**src/shared/lpdvt_pkg.sv**
```systemverilog
package lpdvt_pkg;

  // clocking
  localparam int HCLK_HZ         = 40_000_000;
  localparam int LINK_HALF_CYC   = 4;

  // line and frame geometry, in pixel clocks and lines
  localparam int LINE_ACTIVE     = 800;
  localparam int LINE_BLANK_MIN  = 160;
  localparam int LINE_BLANK_MAX  = 260;
  localparam int LINE_BLANK_TYP  = 256;
  localparam int FRAME_ACTIVE    = 600;
  localparam int FRAME_BLANK_MIN = 10;
  localparam int FRAME_BLANK_MAX = 192;
  localparam int FRAME_BLANK_TYP = 28;
  localparam int FRAME_RUN_MIN   = FRAME_BLANK_MIN * (LINE_ACTIVE + LINE_BLANK_MIN)
                                   + LINE_BLANK_MIN;
  localparam int FRAME_RUN_MAX   = FRAME_BLANK_MAX * (LINE_ACTIVE + LINE_BLANK_MAX)
                                   + LINE_BLANK_MAX;

  // spread modulation limits; the host divider applies none
  localparam int SSC_DEV_KHZ      = 1500;
  localparam int SSC_RATE_MIN_KHZ = 25;
  localparam int SSC_RATE_MAX_KHZ = 90;

  // supply sequencing
  localparam int POWER_OFF_TO_ON_GAP_MS = 500;
  localparam int POWER_GAP_CYC          = POWER_OFF_TO_ON_GAP_MS * (HCLK_HZ / 1000);
  localparam int SUPPLY_SETTLE_US       = 1000;
  localparam int SUPPLY_SETTLE_CYC      = SUPPLY_SETTLE_US * (HCLK_HZ / 1_000_000);
  localparam int BACKLIGHT_LEAD_US      = 1000;
  localparam int BACKLIGHT_LEAD_CYC     = BACKLIGHT_LEAD_US * (HCLK_HZ / 1_000_000);

  // widths
  localparam int COL_W  = 11;
  localparam int ROW_W  = 10;
  localparam int RUN_W  = 18;
  localparam int CHAN_W = 8;
  localparam int LOW_W  = 6;

  // register map
  localparam logic [7:0] REG_CTRL        = 8'h00;
  localparam logic [7:0] REG_LINE_BLANK  = 8'h04;
  localparam logic [7:0] REG_FRAME_BLANK = 8'h08;
  localparam logic [7:0] REG_COLOUR      = 8'h0C;
  localparam logic [7:0] REG_STATUS      = 8'h10;

  localparam int CTRL_POWER_BIT     = 0;
  localparam int CTRL_DEPTH8_BIT    = 1;
  localparam int CTRL_REVERSE_BIT   = 2;
  localparam int CTRL_BACKLIGHT_BIT = 3;
  localparam logic [3:0]  CTRL_RESET   = 4'h2;
  localparam logic [23:0] COLOUR_RESET = 24'hFFFFFF;
  localparam int RED_LSB   = 16;
  localparam int GREEN_LSB = 8;
  localparam int BLUE_LSB  = 0;

  localparam logic [1:0] HTRANS_NONSEQ = 2'h2;

  typedef enum logic [2:0] {PS_OFF, PS_SETTLE, PS_VIDEO, PS_BL_OFF, PS_GAP} lpdvt_pstate_t;

endpackage

```
**src/shared/lpdvt_link_if.sv**
```systemverilog
`timescale 1ns/1ps
interface lpdvt_link_if;
  logic       lvds_clock_pos;
  logic       lvds_clock_neg;
  logic       pixel_valid_strobe;
  logic       line_sync_in;
  logic       frame_sync_in;
  logic [7:0] red;
  logic [7:0] green;
  logic [7:0] blue;
  logic       colour_depth_select;
  logic       scan_reverse_select;
  logic       panel_supply_on;
  logic       backlight_on;

  modport host_end (
    output lvds_clock_pos, lvds_clock_neg, pixel_valid_strobe, line_sync_in,
           frame_sync_in, red, green, blue, colour_depth_select,
           scan_reverse_select, panel_supply_on, backlight_on
  );

  modport panel_end (
    input lvds_clock_pos, lvds_clock_neg, pixel_valid_strobe, line_sync_in,
          frame_sync_in, red, green, blue, colour_depth_select,
          scan_reverse_select, panel_supply_on, backlight_on
  );
endinterface

```
**src/lpdvt_host.sv**
```systemverilog
// The AHB-Lite interface to the registers and the register offsets were left to the implementer.
`timescale 1ns/1ps
// Overview of operation
// - host holds line and frame sync low
// - 800 active clocks then 160-260 blank
// - 600 active lines then 10-192 blank
// - pixel clock spread within set limits; the host divider applies none
// - depth select picks 6 or 8-bit packing
// - 8-bit mode: one byte per colour
// - bit 7 is msb, bit 0 lsb
// - reverse select high flips scan direction
// - supply off: all inputs held low
// - supply on: every line actively driven
// - wait 500 ms before reapplying supply
// - backlight on only while panel operates
// - larger value gives brighter output
module lpdvt_host
  import lpdvt_pkg::*;
#(
  parameter int unsigned GAP_CYC    = POWER_GAP_CYC,
  parameter int unsigned SETTLE_CYC = SUPPLY_SETTLE_CYC,
  parameter int unsigned LEAD_CYC   = BACKLIGHT_LEAD_CYC,
  parameter int unsigned HALF_CYC   = LINK_HALF_CYC
) (
  // clock and reset
  input  wire logic        hclk,
  input  wire logic        hresetn,
  // ahb-lite slave
  input  wire logic        hsel,
  input  wire logic [31:0] haddr,
  input  wire logic [1:0]  htrans,
  input  wire logic        hwrite,
  input  wire logic [2:0]  hsize,
  input  wire logic [31:0] hwdata,
  input  wire logic        hready,
  output logic             hreadyout,
  output logic [31:0]      hrdata,
  output logic             hresp,
  // link to the panel
  lpdvt_link_if.host_end   link
);

  typedef struct packed {
    lpdvt_pstate_t    ps;
    logic [31:0]      wait_cnt;
    logic [7:0]       div_cnt;
    logic             link_clk;
    logic             link_clk_n;
    logic [COL_W-1:0] col;
    logic [ROW_W-1:0] row;
    logic             de;
    logic [23:0]      rgb;
    logic             supply;
    logic             backlight;
    logic             depth_pin;
    logic             rev_pin;
    logic [3:0]       ctrl;
    logic [8:0]       line_blank;
    logic [7:0]       frame_blank;
    logic [23:0]      colour;
    logic [15:0]      frame_cnt;
    logic             wr_pend;
    logic [7:0]       wr_addr;
    logic [31:0]      rdata;
  } lpdvt_host_st_t;

  lpdvt_host_st_t r_ff;
  lpdvt_host_st_t nxt_r;

  localparam lpdvt_host_st_t RESET_ST = '{
    ps:          PS_OFF,
    ctrl:        CTRL_RESET,
    line_blank:  9'(LINE_BLANK_TYP),
    frame_blank: 8'(FRAME_BLANK_TYP),
    colour:      COLOUR_RESET,
    default:     '0
  };

  // 6-bit mode carries the top six bits on the low six lines
  function automatic logic [7:0] pack_chan(input logic [7:0] v, input logic d8);
    pack_chan = d8 ? v : {2'h0, v[7:8-LOW_W]};
  endfunction

  function automatic logic [23:0] pack_pixel(input logic [23:0] c, input logic d8);
    pack_pixel = {pack_chan(c[RED_LSB+:CHAN_W], d8),
                  pack_chan(c[GREEN_LSB+:CHAN_W], d8),
                  pack_chan(c[BLUE_LSB+:CHAN_W], d8)};
  endfunction

  always_comb begin
    logic [8:0]       lb;
    logic [7:0]       fb;
    logic [COL_W-1:0] col_n;
    logic [ROW_W-1:0] row_n;
    logic             run;
    lb    = hwdata[8:0];
    fb    = hwdata[7:0];
    col_n = r_ff.col;
    row_n = r_ff.row;
    run   = 1'b0;
    nxt_r = r_ff;

    // data phase of a write lands first, so a following read sees it
    nxt_r.wr_pend = 1'b0;
    if (r_ff.wr_pend) begin
      case (r_ff.wr_addr)
        REG_CTRL: begin
          nxt_r.ctrl = hwdata[3:0];
        end
        REG_LINE_BLANK: begin
          if (lb < 9'(LINE_BLANK_MIN)) begin
            nxt_r.line_blank = 9'(LINE_BLANK_MIN);
          end else if (lb > 9'(LINE_BLANK_MAX)) begin
            nxt_r.line_blank = 9'(LINE_BLANK_MAX);
          end else begin
            nxt_r.line_blank = lb;
          end
        end
        REG_FRAME_BLANK: begin
          if (fb < 8'(FRAME_BLANK_MIN)) begin
            nxt_r.frame_blank = 8'(FRAME_BLANK_MIN);
          end else if (fb > 8'(FRAME_BLANK_MAX)) begin
            nxt_r.frame_blank = 8'(FRAME_BLANK_MAX);
          end else begin
            nxt_r.frame_blank = fb;
          end
        end
        REG_COLOUR: begin
          nxt_r.colour = hwdata[23:0];
        end
        default: begin
        end
      endcase
    end

    if (hsel && hready && htrans == HTRANS_NONSEQ) begin
      nxt_r.wr_pend = hwrite;
      nxt_r.wr_addr = haddr[7:0];
      if (!hwrite) begin
        case (haddr[7:0])
          REG_CTRL:        nxt_r.rdata = {28'h0, nxt_r.ctrl};
          REG_LINE_BLANK:  nxt_r.rdata = {23'h0, nxt_r.line_blank};
          REG_FRAME_BLANK: nxt_r.rdata = {24'h0, nxt_r.frame_blank};
          REG_COLOUR:      nxt_r.rdata = {8'h0, nxt_r.colour};
          REG_STATUS:      nxt_r.rdata = {r_ff.frame_cnt, 13'h0, r_ff.ps};
          default:         nxt_r.rdata = 32'h0;
        endcase
      end
    end

    // supply sequencing
    nxt_r.wait_cnt = r_ff.wait_cnt + 32'h1;
    case (r_ff.ps)
      PS_OFF: begin
        if (r_ff.ctrl[CTRL_POWER_BIT]) begin
          nxt_r.ps         = PS_SETTLE;
          nxt_r.supply     = 1'b1;
          nxt_r.link_clk_n = 1'b1;
          nxt_r.wait_cnt   = '0;
        end
      end
      PS_SETTLE: begin
        if (r_ff.wait_cnt >= 32'(SETTLE_CYC - 1)) begin
          // first pixel is presented before the first rising edge
          nxt_r.ps         = PS_VIDEO;
          nxt_r.div_cnt    = '0;
          nxt_r.link_clk   = 1'b0;
          nxt_r.link_clk_n = 1'b1;
          nxt_r.col        = '0;
          nxt_r.row        = '0;
          nxt_r.de         = 1'b1;
          nxt_r.rgb        = pack_pixel(r_ff.colour, r_ff.ctrl[CTRL_DEPTH8_BIT]);
        end
      end
      PS_VIDEO: begin
        if (!r_ff.ctrl[CTRL_POWER_BIT]) begin
          nxt_r.ps       = PS_BL_OFF;
          nxt_r.wait_cnt = '0;
        end
      end
      PS_BL_OFF: begin
        // backlight already dark; video keeps running for the lead time
        if (r_ff.wait_cnt >= 32'(LEAD_CYC - 1)) begin
          nxt_r.ps         = PS_GAP;
          nxt_r.wait_cnt   = '0;
          nxt_r.supply     = 1'b0;
          nxt_r.link_clk   = 1'b0;
          nxt_r.link_clk_n = 1'b0;
          nxt_r.de         = 1'b0;
          nxt_r.rgb        = '0;
        end
      end
      PS_GAP: begin
        if (r_ff.wait_cnt >= 32'(GAP_CYC - 1)) begin
          nxt_r.ps = PS_OFF;
        end
      end
      default: begin
        nxt_r.ps = PS_OFF;
      end
    endcase

    // fixed divider: steady clock, no spread modulation
    // halted in the supply-off cycle so no edge or pixel escapes into the gap
    run = ((r_ff.ps == PS_VIDEO) || (r_ff.ps == PS_BL_OFF)) && nxt_r.supply;
    if (run) begin
      if (r_ff.div_cnt >= 8'(HALF_CYC - 1)) begin
        nxt_r.div_cnt    = '0;
        nxt_r.link_clk   = ~r_ff.link_clk;
        nxt_r.link_clk_n = r_ff.link_clk;
        if (r_ff.link_clk) begin
          // data changes on the falling edge, panel samples on the rising one
          col_n = r_ff.col + 11'h1;
          if (r_ff.col >= 11'(LINE_ACTIVE) + 11'(r_ff.line_blank) - 11'h1) begin
            col_n = '0;
            row_n = r_ff.row + 10'h1;
            if (r_ff.row >= 10'(FRAME_ACTIVE) + 10'(r_ff.frame_blank) - 10'h1) begin
              row_n           = '0;
              nxt_r.frame_cnt = r_ff.frame_cnt + 16'h1;
            end
          end
          nxt_r.col = col_n;
          nxt_r.row = row_n;
          nxt_r.de  = (col_n < COL_W'(LINE_ACTIVE)) && (row_n < ROW_W'(FRAME_ACTIVE));
          nxt_r.rgb = nxt_r.de ? pack_pixel(r_ff.colour, r_ff.ctrl[CTRL_DEPTH8_BIT])
                               : 24'h0;
        end
      end else begin
        nxt_r.div_cnt = r_ff.div_cnt + 8'h1;
      end
    end

    nxt_r.backlight = (nxt_r.ps == PS_VIDEO) && r_ff.ctrl[CTRL_BACKLIGHT_BIT];
    nxt_r.depth_pin = nxt_r.supply && r_ff.ctrl[CTRL_DEPTH8_BIT];
    nxt_r.rev_pin   = nxt_r.supply && r_ff.ctrl[CTRL_REVERSE_BIT];
  end

  always_ff @(posedge hclk or negedge hresetn) begin
    if (!hresetn) begin
      r_ff <= RESET_ST;
    end else begin
      r_ff <= nxt_r;
    end
  end

  assign hreadyout = 1'b1;
  assign hresp     = 1'b0;
  assign hrdata    = r_ff.rdata;

  assign link.lvds_clock_pos      = r_ff.link_clk;
  assign link.lvds_clock_neg      = r_ff.link_clk_n;
  assign link.pixel_valid_strobe  = r_ff.de;
  assign link.line_sync_in        = 1'b0;
  assign link.frame_sync_in       = 1'b0;
  assign link.red                 = r_ff.rgb[RED_LSB+:CHAN_W];
  assign link.green               = r_ff.rgb[GREEN_LSB+:CHAN_W];
  assign link.blue                = r_ff.rgb[BLUE_LSB+:CHAN_W];
  assign link.colour_depth_select = r_ff.depth_pin;
  assign link.scan_reverse_select = r_ff.rev_pin;
  assign link.panel_supply_on     = r_ff.supply;
  assign link.backlight_on        = r_ff.backlight;

endmodule

```
**src/flat_wrapper.sv**
```systemverilog
// flat-port wrapper written by rule: the top's interface ports become plain ports
module lpdvt_host_flat import lpdvt_pkg::*;
#(
  parameter int unsigned GAP_CYC    = POWER_GAP_CYC,
  parameter int unsigned SETTLE_CYC = SUPPLY_SETTLE_CYC,
  parameter int unsigned LEAD_CYC   = BACKLIGHT_LEAD_CYC,
  parameter int unsigned HALF_CYC   = LINK_HALF_CYC
)
  (hclk, hresetn, hsel, haddr, htrans, hwrite, hsize, hwdata, hready, hreadyout, hrdata, hresp, link_lvds_clock_pos, link_lvds_clock_neg, link_pixel_valid_strobe, link_line_sync_in, link_frame_sync_in, link_red, link_green, link_blue, link_colour_depth_select, link_scan_reverse_select, link_panel_supply_on, link_backlight_on);
  lpdvt_link_if link_i ();
  input  wire logic hclk;
  input  wire logic hresetn;
  input  wire logic hsel;
  input  wire logic [31:0] haddr;
  input  wire logic [1:0] htrans;
  input  wire logic hwrite;
  input  wire logic [2:0] hsize;
  input  wire logic [31:0] hwdata;
  input  wire logic hready;
  output logic hreadyout;
  output logic [31:0] hrdata;
  output logic hresp;
  output wire logic [$bits(link_i.lvds_clock_pos)-1:0] link_lvds_clock_pos;
  output wire logic [$bits(link_i.lvds_clock_neg)-1:0] link_lvds_clock_neg;
  output wire logic [$bits(link_i.pixel_valid_strobe)-1:0] link_pixel_valid_strobe;
  output wire logic [$bits(link_i.line_sync_in)-1:0] link_line_sync_in;
  output wire logic [$bits(link_i.frame_sync_in)-1:0] link_frame_sync_in;
  output wire logic [$bits(link_i.red)-1:0] link_red;
  output wire logic [$bits(link_i.green)-1:0] link_green;
  output wire logic [$bits(link_i.blue)-1:0] link_blue;
  output wire logic [$bits(link_i.colour_depth_select)-1:0] link_colour_depth_select;
  output wire logic [$bits(link_i.scan_reverse_select)-1:0] link_scan_reverse_select;
  output wire logic [$bits(link_i.panel_supply_on)-1:0] link_panel_supply_on;
  output wire logic [$bits(link_i.backlight_on)-1:0] link_backlight_on;
  assign link_lvds_clock_pos = link_i.lvds_clock_pos;
  assign link_lvds_clock_neg = link_i.lvds_clock_neg;
  assign link_pixel_valid_strobe = link_i.pixel_valid_strobe;
  assign link_line_sync_in = link_i.line_sync_in;
  assign link_frame_sync_in = link_i.frame_sync_in;
  assign link_red = link_i.red;
  assign link_green = link_i.green;
  assign link_blue = link_i.blue;
  assign link_colour_depth_select = link_i.colour_depth_select;
  assign link_scan_reverse_select = link_i.scan_reverse_select;
  assign link_panel_supply_on = link_i.panel_supply_on;
  assign link_backlight_on = link_i.backlight_on;
  lpdvt_host #(.GAP_CYC(GAP_CYC), .SETTLE_CYC(SETTLE_CYC), .LEAD_CYC(LEAD_CYC), .HALF_CYC(HALF_CYC)) u_core (.hclk(hclk), .hresetn(hresetn), .hsel(hsel), .haddr(haddr), .htrans(htrans), .hwrite(hwrite), .hsize(hsize), .hwdata(hwdata), .hready(hready), .hreadyout(hreadyout), .hrdata(hrdata), .hresp(hresp), .link(link_i));
endmodule
```
**config.mk**
```make
export PLATFORM = sky130hd
export DESIGN_NAME = lpdvt_host_flat
export DESIGN_NICKNAME = d
export VERILOG_FILES = /design/src/shared/lpdvt_pkg.sv /design/src/shared/lpdvt_link_if.sv /design/src/lpdvt_host.sv /design/src/flat_wrapper.sv
export SDC_FILE = /design/constraint.sdc
export NUM_CORES = 1
export LEC_CHECK = 0
export ABC_AREA = 0
export BUFFER_PORTS_ARGS = -buffer_cell sky130_fd_sc_hd__buf_2
export CORE_MARGIN = 8
export CORE_UTILIZATION = 53
export DETAILED_ROUTE_END_ITERATION = 10
export PLACE_DENSITY_LB_ADDON = 0.08
export SYNTH_ARGS = -nofsm -noshare
export SYNTH_HDL_FRONTEND = slang
export SYNTH_SLANG_ARGS = --single-unit
```
**constraint.sdc**
```tcl
create_clock -name hclk -period 3.2 [get_ports hclk]
set_input_delay 0.48 -clock hclk [delete_from_list [all_inputs] [get_ports hclk]]
set_output_delay 0.48 -clock hclk [all_outputs]
set_load 0.02 [all_outputs]
```
==> results of run 1 <==
==> metal layers <==
metal / track usage, % / up-vias / part of all wire (%)
met2: 34.7 / 164 / 47
li1: - / 3789 / -
met5: 0 / - / 0
met4: 5.35 / 0 / 1.2
met1: 29.5 / 3897 / 47
met3: 3.86 / 23 / 4.3
==> cell usage after synthesis (3+ instances only) <==
cell type  count  area share (%)
a21o_1         6            0.43
o21ai_0       56             2.7
dfstp_2       29             7.3
and2_1        24             1.4
inv_1         16            0.57
mux2_2        50             5.4
a22o_1        29             2.4
o2bb2ai_1      3            0.25
a31oi_1        3            0.18
buf_2          9            0.43
a32o_1        16             1.5
and3_1        15            0.90
xnor2_1       31             2.6
o211ai_1       3            0.22
nor4b_1        3            0.25
clkbuf_1      26            0.93
ha_1          27             3.2
and4_1         5            0.42
nor2b_1        9            0.54
nand4_1       12            0.72
nor2_1        98             3.5
dfrtp_1      168              40
a221o_1        7            0.67
xor2_1        31             2.6
nor3_1        13            0.62
a22oi_1        9            0.65
a221oi_1       4            0.33
o41ai_1        3            0.25
nand3_1       31             1.5
nand2b_1       9            0.54
o31ai_1        5            0.36
mux2i_1       11             1.1
buf_4         61             4.4
a211oi_1       4            0.29
a32oi_1        5            0.42
a21oi_1       39             1.9
nor4_1         5            0.30
nor3b_1        5            0.36
buf_6          3            0.32
nand2_1       87             3.1
nand3b_1       4            0.29
o21a_1         3            0.22
==> power groups by stage <==
stage,sequential (uW),clock [uW],combinational (uW)
after floorplan,2750,0,306
after global placement,2780,0,461
after detailed placement,2780,0,472
after CTS,2730,2300,485
after global routing,2750,2380,541
final,2740,2260,484
==> layout make-up <==
cell class	instances	area, um2
fillers	1670	7220
multi-input cells	708	5080
inverters	16	60.1
well taps	265	332
flip-flops and latches	197	4970
clock inverters	15	191
clock buffers	17	425
repair buffers	176	1120
==> kinds of logic (layout without fill, tap and decap cells) <==
logic type	Yosys count	count (layout)	share of synthesized area, %
simple gates	340	340	16.3
xor+xnor	62	62	5.19
compound gates	212	212	14.3
fa+ha+maj	27	27	3.23
other cells	2	4	0.0718
flops	197	197	47.4
buf+inv	116	224	6.68
mux	63	63	6.79
==> registers in the layout (all words and copies together) (netlist names), 8 cells and up <==
signal	flops
u_core.hrdata	32
u_core.link.blue	8
u_core.link.green	8
u_core.link.red	8
u_core.r_ff	134
==> final timing paths <==
check / cells past startpoint / slack [ns] / startpoint / to
min in group hclk: 2 / 0.29 / haddr[1] / u_core.r_ff[33]$_DFFE_PN0P_
hold / removal: 1 / 0.06 / hresetn / u_core.r_ff[172]$_DFF_PN0_
setup / recovery: 16 / -0.07 / u_core.r_ff[83]$_DFF_PN1_ / u_core.link.pixel_valid_strobe$_DFF_PN0_
hold reg to reg: 1 / 0.47 / u_core.r_ff[56]$_DFFE_PN0P_ / u_core.r_ff[56]$_DFFE_PN0P_
max in group asynchronous: 2 / 2.20 / hresetn / u_core.r_ff[72]$_DFF_PN1_
setup reg to reg: 16 / -0.07 / u_core.r_ff[83]$_DFF_PN1_ / u_core.link.pixel_valid_strobe$_DFF_PN0_
==> metrics by stage <==
step | worst slack, ns | hold slack [ns]
floorplan | 0.0492 | 0.184
global placement | -0.268 | 0.456
detailed placement | -0.344 | 0.459
CTS | -0.0806 | 0.0758
global route | -0.280 | 0.0937
finish | -0.0679 | 0.0573
==> repair_timing <==
item,CTS,global route
pin swaps,21,22
hold buffers,0,0
setup endpoints to repair,35,50
buffers inserted,9,5
gates resized for setup,35,39
==> worst max-delay path: stages, from the launching register on <==
cell      delay, ns
dfstp_2        0.56
nor3_2         0.06
nor2_2         0.13
o21a_1         0.16
nor2_2         0.04
xor2_1         0.14
ha_1           0.29
and4_1         0.19
o21ai_2        0.07
a41oi_2        0.22
a211oi_2       0.09
a221o_1        0.37
o311ai_2       0.28
buf_4          0.18
nand3_4        0.09
buf_8          0.15
a22oi_2        0.16
==> results.toml, run 1 <==
[place]
placed_cell_area_mm2 = 0.0112
dpl.hpwl_mm = 18.4
io_buffers = 101
placed_cells = 1348
gp_congestion = 0.823

[synth]
postSynth.asyncResetShare_pct = 100
ys.warnings.count = 0
postSynthCellCount = 1019
synth-main-ff-cell = "dfrtp_1"
synth_edf_count = 0
yosysUniqueCellTypes = 76
ys_ff_latch = 197
synth_seq_area_share_pct = 47.4
avgSynthCellArea_um2 = 10.3
syn-cell-area_mm2 = 0.0105

[floorplan]
num_rows = 51
die_w_um = 157
die_area_mm2 = 0.0245
initial_utilization_pct = 54.0
io_pins = 141
core_mm2 = 0.0194
die_h_um = 157

[timing]
skew_ns = 0.0130
setup_ws_ns = -0.0679
rsz0062_at_grt = "true"
fin_setup_tns_ns = -0.601
fmax_mhz = 306
finalHoldViolCount = 0
finalCritPeriodShare_pct = 102
setup_viol = 25
slew_headroom_pct = 50.7
slew_viol_final = 0
min_period_ns = 3.27
tightest_slew_ns = 0.739

[worst_setup_path]
critical_path_arrival_ns = 3.63
worstPathRequired_ns = 3.56
cp_max_fo = 7
path_class = "flop to flop"
worstSetupEndpointType = "flop"
critPathLaunchType = "flop"

[routing]
drc = 0
drtAntennaViolNets = 0
drt_pass1_iterations = 5
route.vias.total = 7873
routedWlPerCell_um = 18.6
drt_iter0_drc = 358
drt-total-wl_mm = 26.0
via_per_inst = 5.65

[layout]
fin_nets = 1217
layout.cells.most_common = "dfrtp_1"
num_antenna_cells = 0
most-common-layout-cells = "dfrtp_1, buf_2, nor2_1, nand2_1, buf_4"
layout-drive-gt1-share_pct = 31.8
final_core_util_pct = 62.8
fin_cells = 1394
fin_area_mm2 = 0.0122
area_growth_pct = 16.4

[clocking]
cts_tree = "built"
clockRootBuffer = "clkbuf_16"
cts_made_buffers = 17
cts.sinks = 197
cts_buffer_depth = 2
clk_pin_slew_ns = 0.08
htreeDepth = 4
clock_latency_ns = 0.44

[global_routing]
antenna_found_initial = 0
grt_pass1_vias = 7768
overflow = 0
grt_pass1_wl_mm = 41.6
grt_usage_pct = 21.5
grt_max_degree = 78

[pwr]
comb_power_share_pct = 8.8
intPower_uw = 4030
seqPwrFrac_pct = 49.9
p_clk_share_pct = 41.2
powerDensity_mw_per_mm2 = 450
power_uw = 5480
sw_frac_of_total_pct = 26.4
power.leakage_uw = 0.00569
ir_drop_mv = 0.580
power_switching_uw = 1450

[hold_path]
min_path_type = "input port to asynchronous set/reset pin"

[run_status]
run_status = "finished with violations"
violations = "negative setup slack"

[run]
drv_cap = 0
(Power assumes the default switching activity.)
==> run 2: changes to the inputs <==
--- a/config.mk
+++ b/config.mk
@@ -11,6 +11,7 @@
 export CORE_UTILIZATION = 53
 export DETAILED_ROUTE_END_ITERATION = 10
 export PLACE_DENSITY_LB_ADDON = 0.08
+export SETUP_SLACK_MARGIN = 0.05
 export SYNTH_ARGS = -nofsm -noshare
 export SYNTH_HDL_FRONTEND = slang
 export SYNTH_SLANG_ARGS = --single-unit
==> run 2 against run 1 <==
  * Total power barely moved
  * Via count fell by 0.44%
  * Largest power group unchanged
  * Clock power about the same
  * Maximum frequency down 3.3%
  * Die area unchanged
  * Highest routed layer unchanged
  * Register-to-register slack worse by 0.11 ns
  * Sequential share of layout area barely moved
  * Setup slack got worse by 0.11 ns
  * Hold slack gained 0.0076 ns
  * Critical path depth is 4 higher
  * Flip-flop and latch count stayed put
  * The flow still finishes with violations (negative setup slack)
==> results.toml, run 2 (same netlist as run 1, synthesis figures left out) <==
[routing]
drtAntennaViolNets = 0
drt_pass1_iterations = 5
via_per_inst = 5.60
drc = 0
routedWlPerCell_um = 18.1
drt_iter0_drc = 386
route.vias.total = 7838
drt-total-wl_mm = 25.3

[worst_setup_path]
worstPathRequired_ns = 3.55
worstSetupEndpointType = "flop"
cpMostUsedCell = "buf_4"
critPathLaunchType = "flop"
cp_cell_sequence = "nor2_1 > nand2_4 > nor2_1 > nor2_2 > xor2_1 > ha_1 > buf_4 > a21oi_2 > o21ai_1 > a21oi_2 > buf_4 > buf_6 > a211oi_2 > buf_4 > xor2_2 > o21ai_2 > buf_4 > nand3_4 > buf_6 > a21oi_2"
cp_slowest_stage_delay_ns = 0.47
crit_family = "buffers and inverters"
cp_max_fo = 5
critical_path_arrival_ns = 3.73
path_class = "flop to flop"
critPathSlowestCell = "dfrtp_1"
path_buf_inv = 6

[timing]
setup_ws_ns = -0.179
skew_ns = 0.0135
rsz0062_at_grt = "true"
finalCritPeriodShare_pct = 106
slew_headroom_pct = 55.8
setup_viol = 27
hold_ws_ns = 0.0648
tightest_slew_ns = 0.661
slew_viol_final = 0
finalHoldViolCount = 0
min_period_ns = 3.38
fmax_mhz = 296

[pwr]
ir_drop_mv = 0.398
power.leakage_uw = 0.00570
powerDensity_mw_per_mm2 = 450
power_uw = 5470

[layout]
layout-drive-gt1-share_pct = 30.7
multi_input_area_mm2 = 0.00504
layout.cells.most_common = "dfrtp_1"
num_antenna_cells = 0
fin_nets = 1222
ff_latch_area_mm2 = 0.00497
largest-register = "u_core.r_ff"
fin_area_mm2 = 0.0122
most-common-layout-cells = "dfrtp_1, buf_2, nor2_1, nand2_1, buf_4"
fillers = 1699
area_growth_pct = 16.3
largest_reg_flops = 134

[floorplan]
die_h_um = 157
core_mm2 = 0.0194
die_area_mm2 = 0.0245
num_rows = 51
io_pins = 141
die_w_um = 157
initial_utilization_pct = 54.0

[run_status]
run_status = "finished with violations"
violations = "negative setup slack"

[clocking]
cts.sinks = 197
clock_latency_ns = 0.44
cts_tree = "built"
cts_made_buffers = 17
htreeDepth = 4
clockRootBuffer = "clkbuf_16"
clk_pin_slew_ns = 0.07
cts_buffer_depth = 2

[global_routing]
grt_usage_pct = 21.3
grt_pass1_wl_mm = 41.3
grt_pass1_vias = 7834
antenna_found_initial = 0
overflow = 0
grt_max_degree = 80

[place]
dpl.hpwl_mm = 18.1
gp_congestion = 0.839
placed_cell_area_mm2 = 0.0112
io_buffers = 101

[run]
drv_cap = 0

[hold_path]
min_path_type = "input port to asynchronous set/reset pin"
-- run 2: per-layer routing --
layer,up-vias,GRT usage (%),part of all wire [%]
li1,3790,-,-
met1,3873,28.5,46
met2,154,33.9,47
met3,21,5.07,4.9
met4,0,6.13,1.4
met5,-,0,0
-- run 2: area by class of cell --
cell class | instances | share of cell area (%)
Timing Repair Buffer | 180 | 9.55
Tap cell | 265 | 2.72
Clock buffer | 20 | 3.67
Inverter | 16 | 0.493
Multi-Input combinational cell | 709 | 41.4
Sequential cell | 197 | 40.8
Clock inverter | 12 | 1.36
-- run 2: timing repair --
| item | CTS | global route |
|---|---|---|
| resized for setup | 33 | 26 |
| hold endpoints to repair | 0 | 0 |
| buffers inserted | 12 | 11 |
| gates cloned | 0 | 1 |
| setup endpoints to repair | 44 | 59 |
| pin swaps | 34 | 33 |
| hold buffers | 0 | 0 |
-- run 2: power breakdown --
part           internal (uW)  switching (uW)  leakage [uW]
logic                    217             258       0.00283
registers               2620             117       0.00257
clock network           1270             991      0.000299
total                   4110            1370       0.00570
-- run 2: path summary, 6_finish.rpt --
path | start | depth (start not counted) | to | slack [ns]
worst max-delay path | u_core.r_ff[92]$_DFF_PN0_ | 20 | u_core.link.red[7]$_DFF_PN0_ | -0.18
worst min-delay path | hresetn | 1 | u_core.r_ff[185]$_DFF_PN0_ | 0.06
worst max register to register | u_core.r_ff[92]$_DFF_PN0_ | 20 | u_core.link.red[7]$_DFF_PN0_ | -0.18
worst min register to register | u_core.r_ff[56]$_DFFE_PN0P_ | 1 | u_core.r_ff[56]$_DFFE_PN0P_ | 0.47
max in group asynchronous | hresetn | 2 | u_core.r_ff[63]$_DFF_PN1_ | 2.35
min in group hclk | haddr[1] | 2 | u_core.r_ff[33]$_DFFE_PN0P_ | 0.29
-- run 2: worst reg2reg max path, cell delays in order (launching register included) --
cell	delay (ns)
dfrtp_1	0.47
nor2_1	0.23
nand2_4	0.08
nor2_1	0.11
nor2_2	0.06
xor2_1	0.14
ha_1	0.30
buf_4	0.14
a21oi_2	0.11
o21ai_1	0.09
a21oi_2	0.18
buf_4	0.17
buf_6	0.11
a211oi_2	0.06
buf_4	0.16
xor2_2	0.14
o21ai_2	0.21
buf_4	0.15
nand3_4	0.10
buf_6	0.16
a21oi_2	0.13
-- run 2: through the flow --
stage | util, % | setup TNS [ns] | cells | setup slack (ns)
2_1_floorplan | - | 0 | 1021 | 0.0590
3_3_place_gp | 57.7 | -3.50 | 1347 | -0.182
3_5_place_dp | 57.7 | -4.70 | 1347 | -0.211
4_1_cts | 61.9 | -4.12 | 1390 | -0.169
5_1_grt | 62.8 | -11.60 | 1399 | -0.366
6_report | 62.8 | -3.32 | 1399 | -0.179
